File: config.mk
export PLATFORM = sky130hd
export DESIGN_NAME = siom_monitor
export DESIGN_NICKNAME = d
export VERILOG_FILES = /design/src/hw/siom_pkg.sv /design/src/hw/siom_in_if.sv /design/src/hw/siom_input_stage.sv /design/src/hw/siom_monitor.sv
export SDC_FILE = /design/constraint.sdc
export NUM_CORES = 1
export LEC_CHECK = 0
export ABC_AREA = 0
export BUFFER_PORTS_ARGS = -buffer_cell sky130_fd_sc_hd__buf_2
export CAP_MARGIN = 10
export CORE_MARGIN = 5
export CORE_UTILIZATION = 30
export CTS_BUF_LIST = sky130_fd_sc_hd__clkbuf_2 sky130_fd_sc_hd__clkbuf_4 sky130_fd_sc_hd__clkbuf_8
export DETAILED_ROUTE_END_ITERATION = 8
export SLEW_MARGIN = 5
export SYNTH_ARGS = -nofsm -noshare
export SYNTH_HDL_FRONTEND = slang
export SYNTH_HIERARCHICAL = 1
export SYNTH_SLANG_ARGS = --single-unit
File: constraint.sdc
create_clock -name clk -period 2.6 [get_ports clk]
set_input_delay 0.13 -clock clk [delete_from_list [all_inputs] [get_ports clk]]
set_output_delay 0.13 -clock clk [all_outputs]
set_load 0.01 [all_outputs]
File: src/hw/siom_pkg.sv
// Purpose: constants, register map and state encoding of the two-channel safety monitor
// Assumes: 100 MHz system clock, 8-bit register port
// Notes:   window figures are in milliseconds; cycle counts are derived from the clock period

package siom_pkg;

  // timebase
  localparam int unsigned CLK_PERIOD_NS  = 10;
  localparam int unsigned TICK_PERIOD_NS = 1000000;
  localparam int unsigned TICK_CYCLES    = TICK_PERIOD_NS / CLK_PERIOD_NS;
  localparam int unsigned DIV_W          = 17;

  // windows in milliseconds, counted on the millisecond tick
  localparam int unsigned MS_W           = 11;
  localparam logic [10:0] ILK_WINDOW_MS  = 11'h0C8;  // 200 ms
  localparam logic [10:0] ILK_CLEAR_MS   = 11'h3E8;  // 1000 ms
  localparam logic [10:0] SWITCH_ON_MS   = 11'h064;  // 100 ms
  localparam logic [10:0] SYNC_SHORT_MS  = 11'h032;  // 50 ms
  localparam logic [10:0] SYNC_MID_MS    = 11'h064;  // 100 ms
  localparam logic [10:0] SYNC_LONG_MS   = 11'h1F4;  // 500 ms

  // register port
  localparam int unsigned ADDR_W   = 4;
  localparam int unsigned DATA_W   = 8;
  localparam logic [3:0]  REG_CTRL   = 4'h0;
  localparam logic [3:0]  REG_STATUS = 4'h4;
  localparam logic [3:0]  REG_MASK   = 4'h8;
  localparam logic [3:0]  REG_STATE  = 4'hC;

  // control register fields
  localparam int unsigned CTRL_ANTIV   = 0;
  localparam int unsigned CTRL_SYNC_EN = 1;
  localparam int unsigned CTRL_SEL_LO  = 2;
  localparam int unsigned CTRL_ILK_EN  = 4;
  localparam int unsigned CTRL_AUTO    = 5;
  localparam int unsigned CTRL_RESTART = 6;
  localparam logic [7:0]  CTRL_RESET   = 8'h00;
  localparam logic [7:0]  CTRL_RW_MASK = 8'h3F;
  localparam logic [1:0]  SYNC_SEL_RESERVED = 2'h3;

  // status / mask bit positions
  localparam int unsigned EV_SYNC = 0;
  localparam int unsigned EV_ILK  = 1;
  localparam int unsigned EV_DISC = 2;
  localparam int unsigned EV_ERR  = 3;
  localparam int unsigned EV_ON   = 4;
  localparam int unsigned EV_OFF  = 5;
  localparam logic [7:0]  STATUS_RESET = 8'h00;
  localparam logic [7:0]  MASK_RESET   = 8'h00;

  typedef enum logic [2:0] {
    SIOM_INIT = 3'h0,
    SIOM_DEEN = 3'h1,
    SIOM_EN   = 3'h3,
    SIOM_ERR  = 3'h2
  } siom_state_e;

  // synchronization time of the selected mechanism
  function automatic logic [10:0] siom_sync_limit(input logic [1:0] sel);
    case (sel)
      2'h0:    siom_sync_limit = SYNC_SHORT_MS;
      2'h1:    siom_sync_limit = SYNC_MID_MS;
      2'h2:    siom_sync_limit = SYNC_LONG_MS;
      default: siom_sync_limit = 11'h000;
    endcase
  endfunction

endpackage

File: src/hw/siom_in_if.sv
// Purpose: carries synchronised contact levels and the millisecond tick
// Assumes: single clock domain
// Notes:   driven by the input stage, read by the monitor
`timescale 1ns/100ps

interface siom_in_if;
  logic normallyOpenChannel;
  logic normallyClosedChannel;
  logic startButton;
  logic msTick;

  modport src (
    output normallyOpenChannel,
    output normallyClosedChannel,
    output startButton,
    output msTick
  );
  modport dst (
    input  normallyOpenChannel,
    input  normallyClosedChannel,
    input  startButton,
    input  msTick
  );
endinterface

File: src/hw/siom_input_stage.sv
// Purpose: two-flop synchronisers for contacts and start button, millisecond tick divider
// Assumes: raw inputs may change at any time
// Notes:   first flop of each synchroniser feeds only the second
`timescale 1ns/100ps

module siom_input_stage #(
  parameter int unsigned TICK_CYCLES = siom_pkg::TICK_CYCLES
) (
  input  wire logic clk,
  input  wire logic arst_n,
  input  wire logic normallyOpenChannel,
  input  wire logic normallyClosedChannel,
  input  wire logic startButton,
  siom_in_if.src    syn
);

  typedef struct packed {
    logic [2:0]                       stage1;
    logic [2:0]                       stage2;
    logic [siom_pkg::DIV_W-1:0]       divCnt;
    logic                             tick;
  } siom_sync_s;

  siom_sync_s r;
  siom_sync_s next_r;
  logic [2:0] rawIn;

  assign rawIn = {startButton, normallyClosedChannel, normallyOpenChannel};

  always_comb begin
    next_r        = r;
    next_r.stage1 = rawIn;
    next_r.stage2 = r.stage1;
    next_r.tick   = 1'b0;
    if (r.divCnt == siom_pkg::DIV_W'(TICK_CYCLES - 1)) begin  // RULE_17
      next_r.divCnt = '0;
      next_r.tick   = 1'b1;
    end else begin
      next_r.divCnt = r.divCnt + siom_pkg::DIV_W'(1);
    end
  end

  always_ff @(posedge clk or negedge arst_n) begin
    if (!arst_n) begin
      r <= '0;
    end else begin
      r <= next_r;  // RULE_17
    end
  end

  assign syn.normallyOpenChannel   = r.stage2[0];
  assign syn.normallyClosedChannel = r.stage2[1];
  assign syn.startButton           = r.stage2[2];
  assign syn.msTick                = r.tick;

endmodule

File: src/hw/siom_monitor.sv
// Purpose: two-channel safety input evaluation driving the safety-related output
// Assumes: 100 MHz clock, register port with read data one cycle after the strobe
// Notes:   output is high only in the energized run state; every other state is safe
//
// How it works
// RULE_01 - one channel active alone keeps the output off in the safe state
// RULE_02 - no energizing without the start condition, even with both channels active
// RULE_03 - start met and inputs active switches the output on within the activation delay
// RULE_04 - with synchronization, both channels must activate within the synchronization time
// RULE_05 - either channel deactivating while energized switches the output off at once
// RULE_06 - with interlock, both channels must drop within the window from the first drop
// RULE_07 - antivalent: open channel 0 and closed channel 1 means active
// RULE_08 - antivalent: open channel 1 and closed channel 0 means inactive, de-energized
// RULE_09 - antivalent: equal levels allowed only for the synchronization time, then alert
// RULE_10 - antivalent interpretation only when the configured function selects it
// RULE_11 - several synchronization times, chosen by the configured function
// RULE_12 - inactive inputs force de-energized; energizing only with active inputs
// RULE_13 - after reset, self-test then wait the switch-on delay before de-energized run; no self-test here, INIT checks cfgOk and waits the delay
// RULE_14 - any detected error enters an error state with the output off
// RULE_15 - interlock window is 200 ms; expiry raises alert and blocks energizing
// RULE_16 - interlock clears only after both channels stay inactive one second
// RULE_17 - inputs synchronised to the clock; all windows timed on a millisecond tick
`timescale 1ns/100ps

module siom_monitor #(
  parameter int unsigned TICK_CYCLES = siom_pkg::TICK_CYCLES
) (
  input  wire logic                          clk,
  input  wire logic                          arst_n,
  input  wire logic                          normallyOpenChannel,
  input  wire logic                          normallyClosedChannel,
  input  wire logic                          startButton,
  input  wire logic [siom_pkg::ADDR_W-1:0]   addr,
  input  wire logic [siom_pkg::DATA_W-1:0]   wrData,
  input  wire logic                          wrStb,
  input  wire logic                          rdStb,
  output logic      [siom_pkg::DATA_W-1:0]   rdData,
  output logic                               safetyOut,
  output logic                               irq
);

  typedef struct packed {
    siom_pkg::siom_state_e         st;
    logic [7:0]                    ctrl;
    logic [7:0]                    mask;
    logic [7:0]                    status;
    logic [7:0]                    rdData;
    logic                          safetyOut;
    logic                          irq;
    logic                          bothPrev;
    logic                          syncFail;
    logic [siom_pkg::MS_W-1:0]     syncCnt;
    logic                          ilkArmed;
    logic                          ilkLatched;
    logic                          dropA;
    logic [siom_pkg::MS_W-1:0]     ilkCnt;
    logic [siom_pkg::MS_W-1:0]     clrCnt;
    logic [siom_pkg::MS_W-1:0]     initCnt;
  } siom_regs_s;

  siom_in_if  syn ();

  siom_regs_s r;
  siom_regs_s next_r;

  logic       antiv;
  logic       syncEn;
  logic       ilkEn;
  logic       autoStart;
  logic [1:0] syncSel;
  logic [10:0] syncLimit;
  logic       cfgOk;
  logic       chA;
  logic       chB;
  logic       bothIn;
  logic       noneIn;
  logic       oneIn;
  logic       startOk;
  logic       ilkOk;
  logic       syncOk;
  logic       discFault;
  logic       ctrlWrite;
  logic       cfgWindow;
  logic       restartReq;
  logic [7:0] ev;
  logic [7:0] statusClr;

  siom_input_stage #(
    .TICK_CYCLES (TICK_CYCLES)
  ) u_input_stage (
    .clk                   (clk),
    .arst_n                (arst_n),
    .normallyOpenChannel   (normallyOpenChannel),
    .normallyClosedChannel (normallyClosedChannel),
    .startButton           (startButton),
    .syn                   (syn.src)
  );

  // configuration fields
  assign antiv     = r.ctrl[siom_pkg::CTRL_ANTIV];  // RULE_10
  assign syncEn    = r.ctrl[siom_pkg::CTRL_SYNC_EN];
  assign ilkEn     = r.ctrl[siom_pkg::CTRL_ILK_EN];
  assign autoStart = r.ctrl[siom_pkg::CTRL_AUTO];
  assign syncSel   = r.ctrl[siom_pkg::CTRL_SEL_LO +: 2];
  assign syncLimit = siom_pkg::siom_sync_limit(syncSel);  // RULE_11
  assign cfgOk     = (syncSel != siom_pkg::SYNC_SEL_RESERVED);

  // channel interpretation: the open channel is inverted only in antivalent mode
  assign chA    = antiv ? ~syn.normallyOpenChannel : syn.normallyOpenChannel;  // RULE_07
  assign chB    = syn.normallyClosedChannel;                                    // RULE_08
  assign bothIn = chA & chB;
  assign noneIn = ~chA & ~chB;
  assign oneIn  = chA ^ chB;

  // energizing permissions
  assign startOk = autoStart | syn.startButton;                  // RULE_02
  assign ilkOk   = ~ilkEn | (~r.ilkLatched & ~r.ilkArmed);        // RULE_15
  assign syncOk  = ~syncEn | ~r.syncFail;                         // RULE_04
  // equal levels in antivalent mode outlasting the synchronization time
  assign discFault = antiv & r.syncFail;                          // RULE_09

  // configuration only takes hold while the output cannot be energized
  assign cfgWindow  = (r.st == siom_pkg::SIOM_INIT) | (r.st == siom_pkg::SIOM_ERR);
  assign ctrlWrite  = wrStb & (addr == siom_pkg::REG_CTRL) & cfgWindow;
  assign restartReq = ctrlWrite & wrData[siom_pkg::CTRL_RESTART];
  assign statusClr  = (rdStb && addr == siom_pkg::REG_STATUS) ? r.status : 8'h00;

  always_comb begin
    next_r = r;
    ev     = 8'h00;

    next_r.bothPrev = bothIn;

    // synchronization time / antivalent equal-level timer, rearmed when both channels drop
    if (noneIn) begin
      next_r.syncFail = 1'b0;
      next_r.syncCnt  = '0;
    end else if (oneIn) begin
      if (syn.msTick && r.syncCnt != '1) begin  // RULE_17
        next_r.syncCnt = r.syncCnt + 11'h001;
      end
      if (r.syncCnt > syncLimit && !r.syncFail) begin  // RULE_04
        next_r.syncFail    = 1'b1;
        ev[siom_pkg::EV_SYNC] = syncEn;
        ev[siom_pkg::EV_DISC] = antiv;  // RULE_09
      end
    end

    // signal interlock monitoring
    if (!ilkEn) begin
      next_r.ilkArmed   = 1'b0;
      next_r.ilkLatched = 1'b0;
      next_r.ilkCnt     = '0;
      next_r.clrCnt     = '0;
    end else if (r.ilkLatched) begin
      if (noneIn) begin
        if (syn.msTick && r.clrCnt != '1) begin
          next_r.clrCnt = r.clrCnt + 11'h001;
        end
        if (r.clrCnt >= siom_pkg::ILK_CLEAR_MS) begin  // RULE_16
          next_r.ilkLatched = 1'b0;
          next_r.clrCnt     = '0;
        end
      end else begin
        next_r.clrCnt = '0;  // RULE_16
      end
    end else if (r.ilkArmed) begin
      if (noneIn) begin
        next_r.ilkArmed = 1'b0;  // RULE_06
      end else if (r.dropA ? chA : chB) begin
        // first channel came back before the second one dropped
        next_r.ilkArmed   = 1'b0;
        next_r.ilkLatched = 1'b1;
        next_r.clrCnt     = '0;
        ev[siom_pkg::EV_ILK] = 1'b1;  // RULE_06
      end else if (r.ilkCnt >= siom_pkg::ILK_WINDOW_MS) begin
        next_r.ilkArmed   = 1'b0;
        next_r.ilkLatched = 1'b1;
        next_r.clrCnt     = '0;
        ev[siom_pkg::EV_ILK] = 1'b1;  // RULE_15
      end else if (syn.msTick) begin
        next_r.ilkCnt = r.ilkCnt + 11'h001;
      end
    end else if (r.bothPrev && oneIn) begin
      next_r.ilkArmed = 1'b1;  // RULE_06
      next_r.dropA    = ~chA;
      next_r.ilkCnt   = '0;
    end else if (r.bothPrev && noneIn) begin
      next_r.ilkArmed = 1'b0;
    end

    // operating states
    case (r.st)
      siom_pkg::SIOM_INIT: begin
        if (!cfgOk) begin
          next_r.st = siom_pkg::SIOM_ERR;  // RULE_14
          ev[siom_pkg::EV_ERR] = 1'b1;
        end else if (r.initCnt >= siom_pkg::SWITCH_ON_MS) begin
          next_r.st = siom_pkg::SIOM_DEEN;  // RULE_13
        end else if (syn.msTick) begin
          next_r.initCnt = r.initCnt + 11'h001;
        end
      end
      siom_pkg::SIOM_DEEN: begin
        if (discFault) begin
          next_r.st = siom_pkg::SIOM_ERR;  // RULE_14
          ev[siom_pkg::EV_ERR] = 1'b1;
        end else if (bothIn && startOk && ilkOk && syncOk) begin
          next_r.st = siom_pkg::SIOM_EN;  // RULE_03
          ev[siom_pkg::EV_ON] = 1'b1;
        end
      end
      siom_pkg::SIOM_EN: begin
        if (!bothIn) begin
          next_r.st = siom_pkg::SIOM_DEEN;  // RULE_05
          ev[siom_pkg::EV_OFF] = 1'b1;
        end
      end
      siom_pkg::SIOM_ERR: begin
        if (restartReq) begin
          next_r.st      = siom_pkg::SIOM_INIT;
          next_r.initCnt = '0;
        end
      end
      default: begin
        next_r.st = siom_pkg::SIOM_ERR;  // RULE_14
        ev[siom_pkg::EV_ERR] = 1'b1;
      end
    endcase

    // a config change during init restarts the switch-on delay
    if (ctrlWrite) begin
      next_r.ctrl = wrData & siom_pkg::CTRL_RW_MASK;
      if (r.st == siom_pkg::SIOM_INIT) begin
        next_r.initCnt = '0;
      end
    end
    if (wrStb && addr == siom_pkg::REG_MASK) begin
      next_r.mask = wrData;
    end

    // set wins over the clear-on-read
    next_r.status = (r.status & ~statusClr) | ev;

    next_r.rdData = 8'h00;
    if (rdStb) begin
      case (addr)
        siom_pkg::REG_CTRL:   next_r.rdData = r.ctrl;
        siom_pkg::REG_STATUS: next_r.rdData = r.status;
        siom_pkg::REG_MASK:   next_r.rdData = r.mask;
        siom_pkg::REG_STATE:  next_r.rdData = {r.safetyOut, r.ilkLatched, r.syncFail, chB, chA, r.st};
        default:              next_r.rdData = 8'h00;
      endcase
    end

    // output follows the registered state; nothing but the energized state drives it
    next_r.safetyOut = (next_r.st == siom_pkg::SIOM_EN);  // RULE_01
    next_r.irq       = |(next_r.status & next_r.mask);
  end

  always_ff @(posedge clk or negedge arst_n) begin
    if (!arst_n) begin
      r            <= '0;
      r.st         <= siom_pkg::SIOM_INIT;  // RULE_13
      r.ctrl       <= siom_pkg::CTRL_RESET;
      r.mask       <= siom_pkg::MASK_RESET;
      r.status     <= siom_pkg::STATUS_RESET;
    end else begin
      r <= next_r;  // RULE_12
    end
  end

  assign rdData    = r.rdData;
  assign safetyOut = r.safetyOut;
  assign irq       = r.irq;

endmodule

==> results.yml <==
route:
  totalWireLength_um: 11800
  ant_nets: 0
  drc_errors: 0
  wl_per_cell_um: 14.4
  vias: 4160
  first_pass_iters: 5
  drt_first_iter_violations: 227
  vias_per_cell: 5.11
pwr:
  ir_worst_vdd_mv: 0.457
  power_frac_seq: 0.543
  fin_total_pwr_uw: 3350
  clkPwrFrac: 0.308
  p_int_uw: 2420
  p_per_area_mw_per_mm2: 537
  combinationalPowerShare: 0.149
  netSwitchingFraction: 0.278
  leakagePower_uw: 0.00282
  p_switching_uw: 933
timing:
  relSlewSlack: 0.545
  skew_ns: 0.0148
  fmax_mhz: 415
  setup_tns_ns: 0
  min_period_ns: 2.41
  min_period_over_period: 0.926
  tightest_slew_ns: 0.675
  rsz0062_at_grt: "no"
  finalHoldViolCount: 0
  maxSlewViolCount: 0
  setup_viol: 0
synthesis:
  syn_avg_cell_area_um2: 10.2
  synthesis.area_mm2: 0.00551
  synth_cells: 539
  ys_seq_area_frac: 0.490
  synth_nets: 578
  yosysWarnings: 6
  ys_types: 63
  synth_flop_cell: "dfrtp_1"
  synth_edf_count: 0
  ys_ff_latch: 108
  async_flop_share: 1.00
floorplan:
  row_count: 49
  start_util: 0.306
  core_region_area_mm2: 0.0180
  die_w_um: 146
  io_pins: 29
  die_y_um: 146
  die-area_mm2: 0.0212
placed_design:
  gp_congestion: 0.871
  place_hpwl_um: 8620
  portBuffers: 28
  place_area_mm2: 0.00594
layout:
  multi_input_area_mm2: 0.00259
  drive_above_1_share: 0.145
  seq_area_mm2: 0.00270
  mostFrequentLayoutCells: "dfrtp_1 (108), nand2_1 (44), nor2_1 (39)"
  syn_to_final_growth_pct: 13.3
  antenna_cells: 0
  final_area_mm2: 0.00625
  final_common_cell: "dfrtp_1"
  num-nets-final: 620
  fillCellCount: 1825
  final_util: 0.347
clocking:
  cts_tree: "built"
  cts_root_buffer: "clkbuf_8"
  cts_max_path_buffers: 2
  numCtsBuffers: 9
  cts.sinks: 108
  cts.clk_slew.worst_paths_ns: 0.11
  clk_latency_ns: 0.39
  htreeDepth: 3
global_routing:
  grt_pass1_wl_um: 20500
  grt_pass1_vias: 4198
  grt_start_max_net_pins: 49
  grt_antenna_before_repair: 0
  grt_use_total: 0.114
  overflow: 0
outcome:
  status: "finished, final reports clean"
worst_setup_path:
  crit_chain: "xnor2_2, ha_1, a21o_1, a21oi_1, or4_4, or4_1, a21oi_1"
  r2r-start: "antiv$_DFFE_PN0P_"
  critPathLaunch: "antiv$_DFFE_PN0P_"
  path_max_fanout: 13
  cp-start-kind: "flop"
  criticalPathCategory: "flop to flop"
  critPathArrivalTime_ns: 2.73
  r2r-end: "r[27]$_DFFE_PN0P_"
  crit_path_max_incr_delay_ns: 0.50
  r2r_slack_ns: 0.19
  reg2reg_depth: 7
  endpoint_kind: "flop"
  crit_slowest_cell: "or4_4"
  crit_top_cell: "a21oi_1"
  critPathRequiredTime_ns: 2.92
  cp-endpoint: "r[27]$_DFFE_PN0P_"
hold_path:
  hp-class: "input pin to flop"
flow_run:
  maxCapViolCount: 0
## through the flow
step	worst slack [ns]	cells	hold WS, ns
after detailed placement	0.142	788	0.200
after CTS	0.121	814	0.0271
final	0.192	814	0.0613
after floorplan	0.426	539	-0.166
after global routing	0.0248	814	0.0283
after global placement	0.263	788	0.191
## what timing repair did
item / CTS / global route
buffers inserted: 0 / 0
endpoints found under the setup margin: 0 / 1
resized for setup: 0 / 1
hold buffers: 11 / 0
hold endpoints to repair: 58 / 0
## cell usage after synthesis, drive strengths merged (2+ instances only)
cell / n / share of area
o21ai: 36 / 0.033
nor3: 13 / 0.012
o2111ai: 2 / 0.0043
a21o: 3 / 0.0041
mux2: 11 / 0.022
and2: 12 / 0.014
or4: 6 / 0.0095
and4: 3 / 0.0048
nand3: 20 / 0.018
nand4b: 3 / 0.0048
dfrtp: 108 / 0.49
nand2: 44 / 0.030
a22o: 2 / 0.0032
xnor2: 11 / 0.019
a2bb2oi: 2 / 0.0032
o211ai: 2 / 0.0027
a2111oi: 4 / 0.0064
nor2: 39 / 0.027
and3: 19 / 0.022
xor2: 14 / 0.022
a21bo: 2 / 0.0036
mux4: 5 / 0.020
nor4: 4 / 0.0073
o21a: 2 / 0.0027
o31ai: 7 / 0.0095
nand4: 11 / 0.012
a21oi: 31 / 0.028
nor2b: 3 / 0.0034
a22oi: 2 / 0.0027
buf: 10 / 0.014
ha: 20 / 0.045
a41oi: 2 / 0.0032
nand2b: 4 / 0.0045
a31oi: 3 / 0.0034
nor4b: 2 / 0.0043
inv: 28 / 0.019
or3: 7 / 0.0079
clkbuf: 12 / 0.0082
mux2i: 8 / 0.015
and4b: 2 / 0.0036
a211oi: 5 / 0.0068
## metal layers
metal,global-route usage,part of all wire
met3,0.0339,0.046
met1,0.154,0.48
met2,0.182,0.47
met5,0,0
met4,0.0285,0.0051
## power groups by stage
stage	Clock, µW	Sequential (µW)	Combinational [µW]
6_report	1030	1820	501
5_1_grt	1160	1830	568
4_1_cts	1080	1820	504
3_5_place_dp	0	1850	488
3_3_place_gp	0	1850	474
2_1_floorplan	0	1830	322
## cell type report
type,count,area share
inverter,28,0.0168
sequential,108,0.432
clock inverter,5,0.0100
timing repair buffer,53,0.0593
clock buffer,10,0.0210
tap,229,0.0458
multi-input combinational,381,0.415
## cells by family after synthesis
family | after synthesis | synth area share
other | 1 | 0.000680
AOI/OAI and AO/OA | 115 | 0.134
DFF | 108 | 0.490
muxes | 24 | 0.0574
xor gates and xnor gates | 25 | 0.0411
and+or+nand+nor | 196 | 0.191
adders and majority gates | 20 | 0.0454
buffers and inverters | 50 | 0.0408
## worst min path at each step
stage                     depth (start not counted)  startpoint  slack (ns)                      endpoint
final                                             2       rdStb        0.06           rdData[5]$_DFF_PN0_
after global routing                              2       rdStb        0.03           rdData[1]$_DFF_PN0_
after global placement                            1      arst_n        0.19  u_input_stage/r[1]$_DFF_PN0_
after CTS                                         2       rdStb        0.03           rdData[5]$_DFF_PN0_
after floorplan                                   0      arst_n       -0.17             antiv$_DFFE_PN0P_
after detailed placement                          1      arst_n        0.20  u_input_stage/r[4]$_DFF_PN0_
## registers in the layout, summed over array words and instances, names as in the netlist
signal and count:
antiv 1, autoStart 1, ilkEn 1, irq 1, r 71, rdData 8
safetyOut 1, u_input_stage/next_r 3, u_input_stage/r 17, u_input_stage/syn.msTick 1, u_input_stage/syn.normallyClosedChannel 1, u_input_stage/syn.normallyOpenChannel 1
u_input_stage/syn.startButton 1
## worst max-delay path, delay by kind of cell (launching register included)
| kind | cells | cell delay, ns |
|---|---|---|
| XOR/XNOR | 1 | 0.20 |
| AND/OR/NAND/NOR | 2 | 0.99 |
| flip-flops | 1 | 0.49 |
| AO/OA/AOI/OAI | 3 | 0.32 |
| adder cells (fa/ha/maj) | 1 | 0.33 |
(Power assumes the default switching activity.)
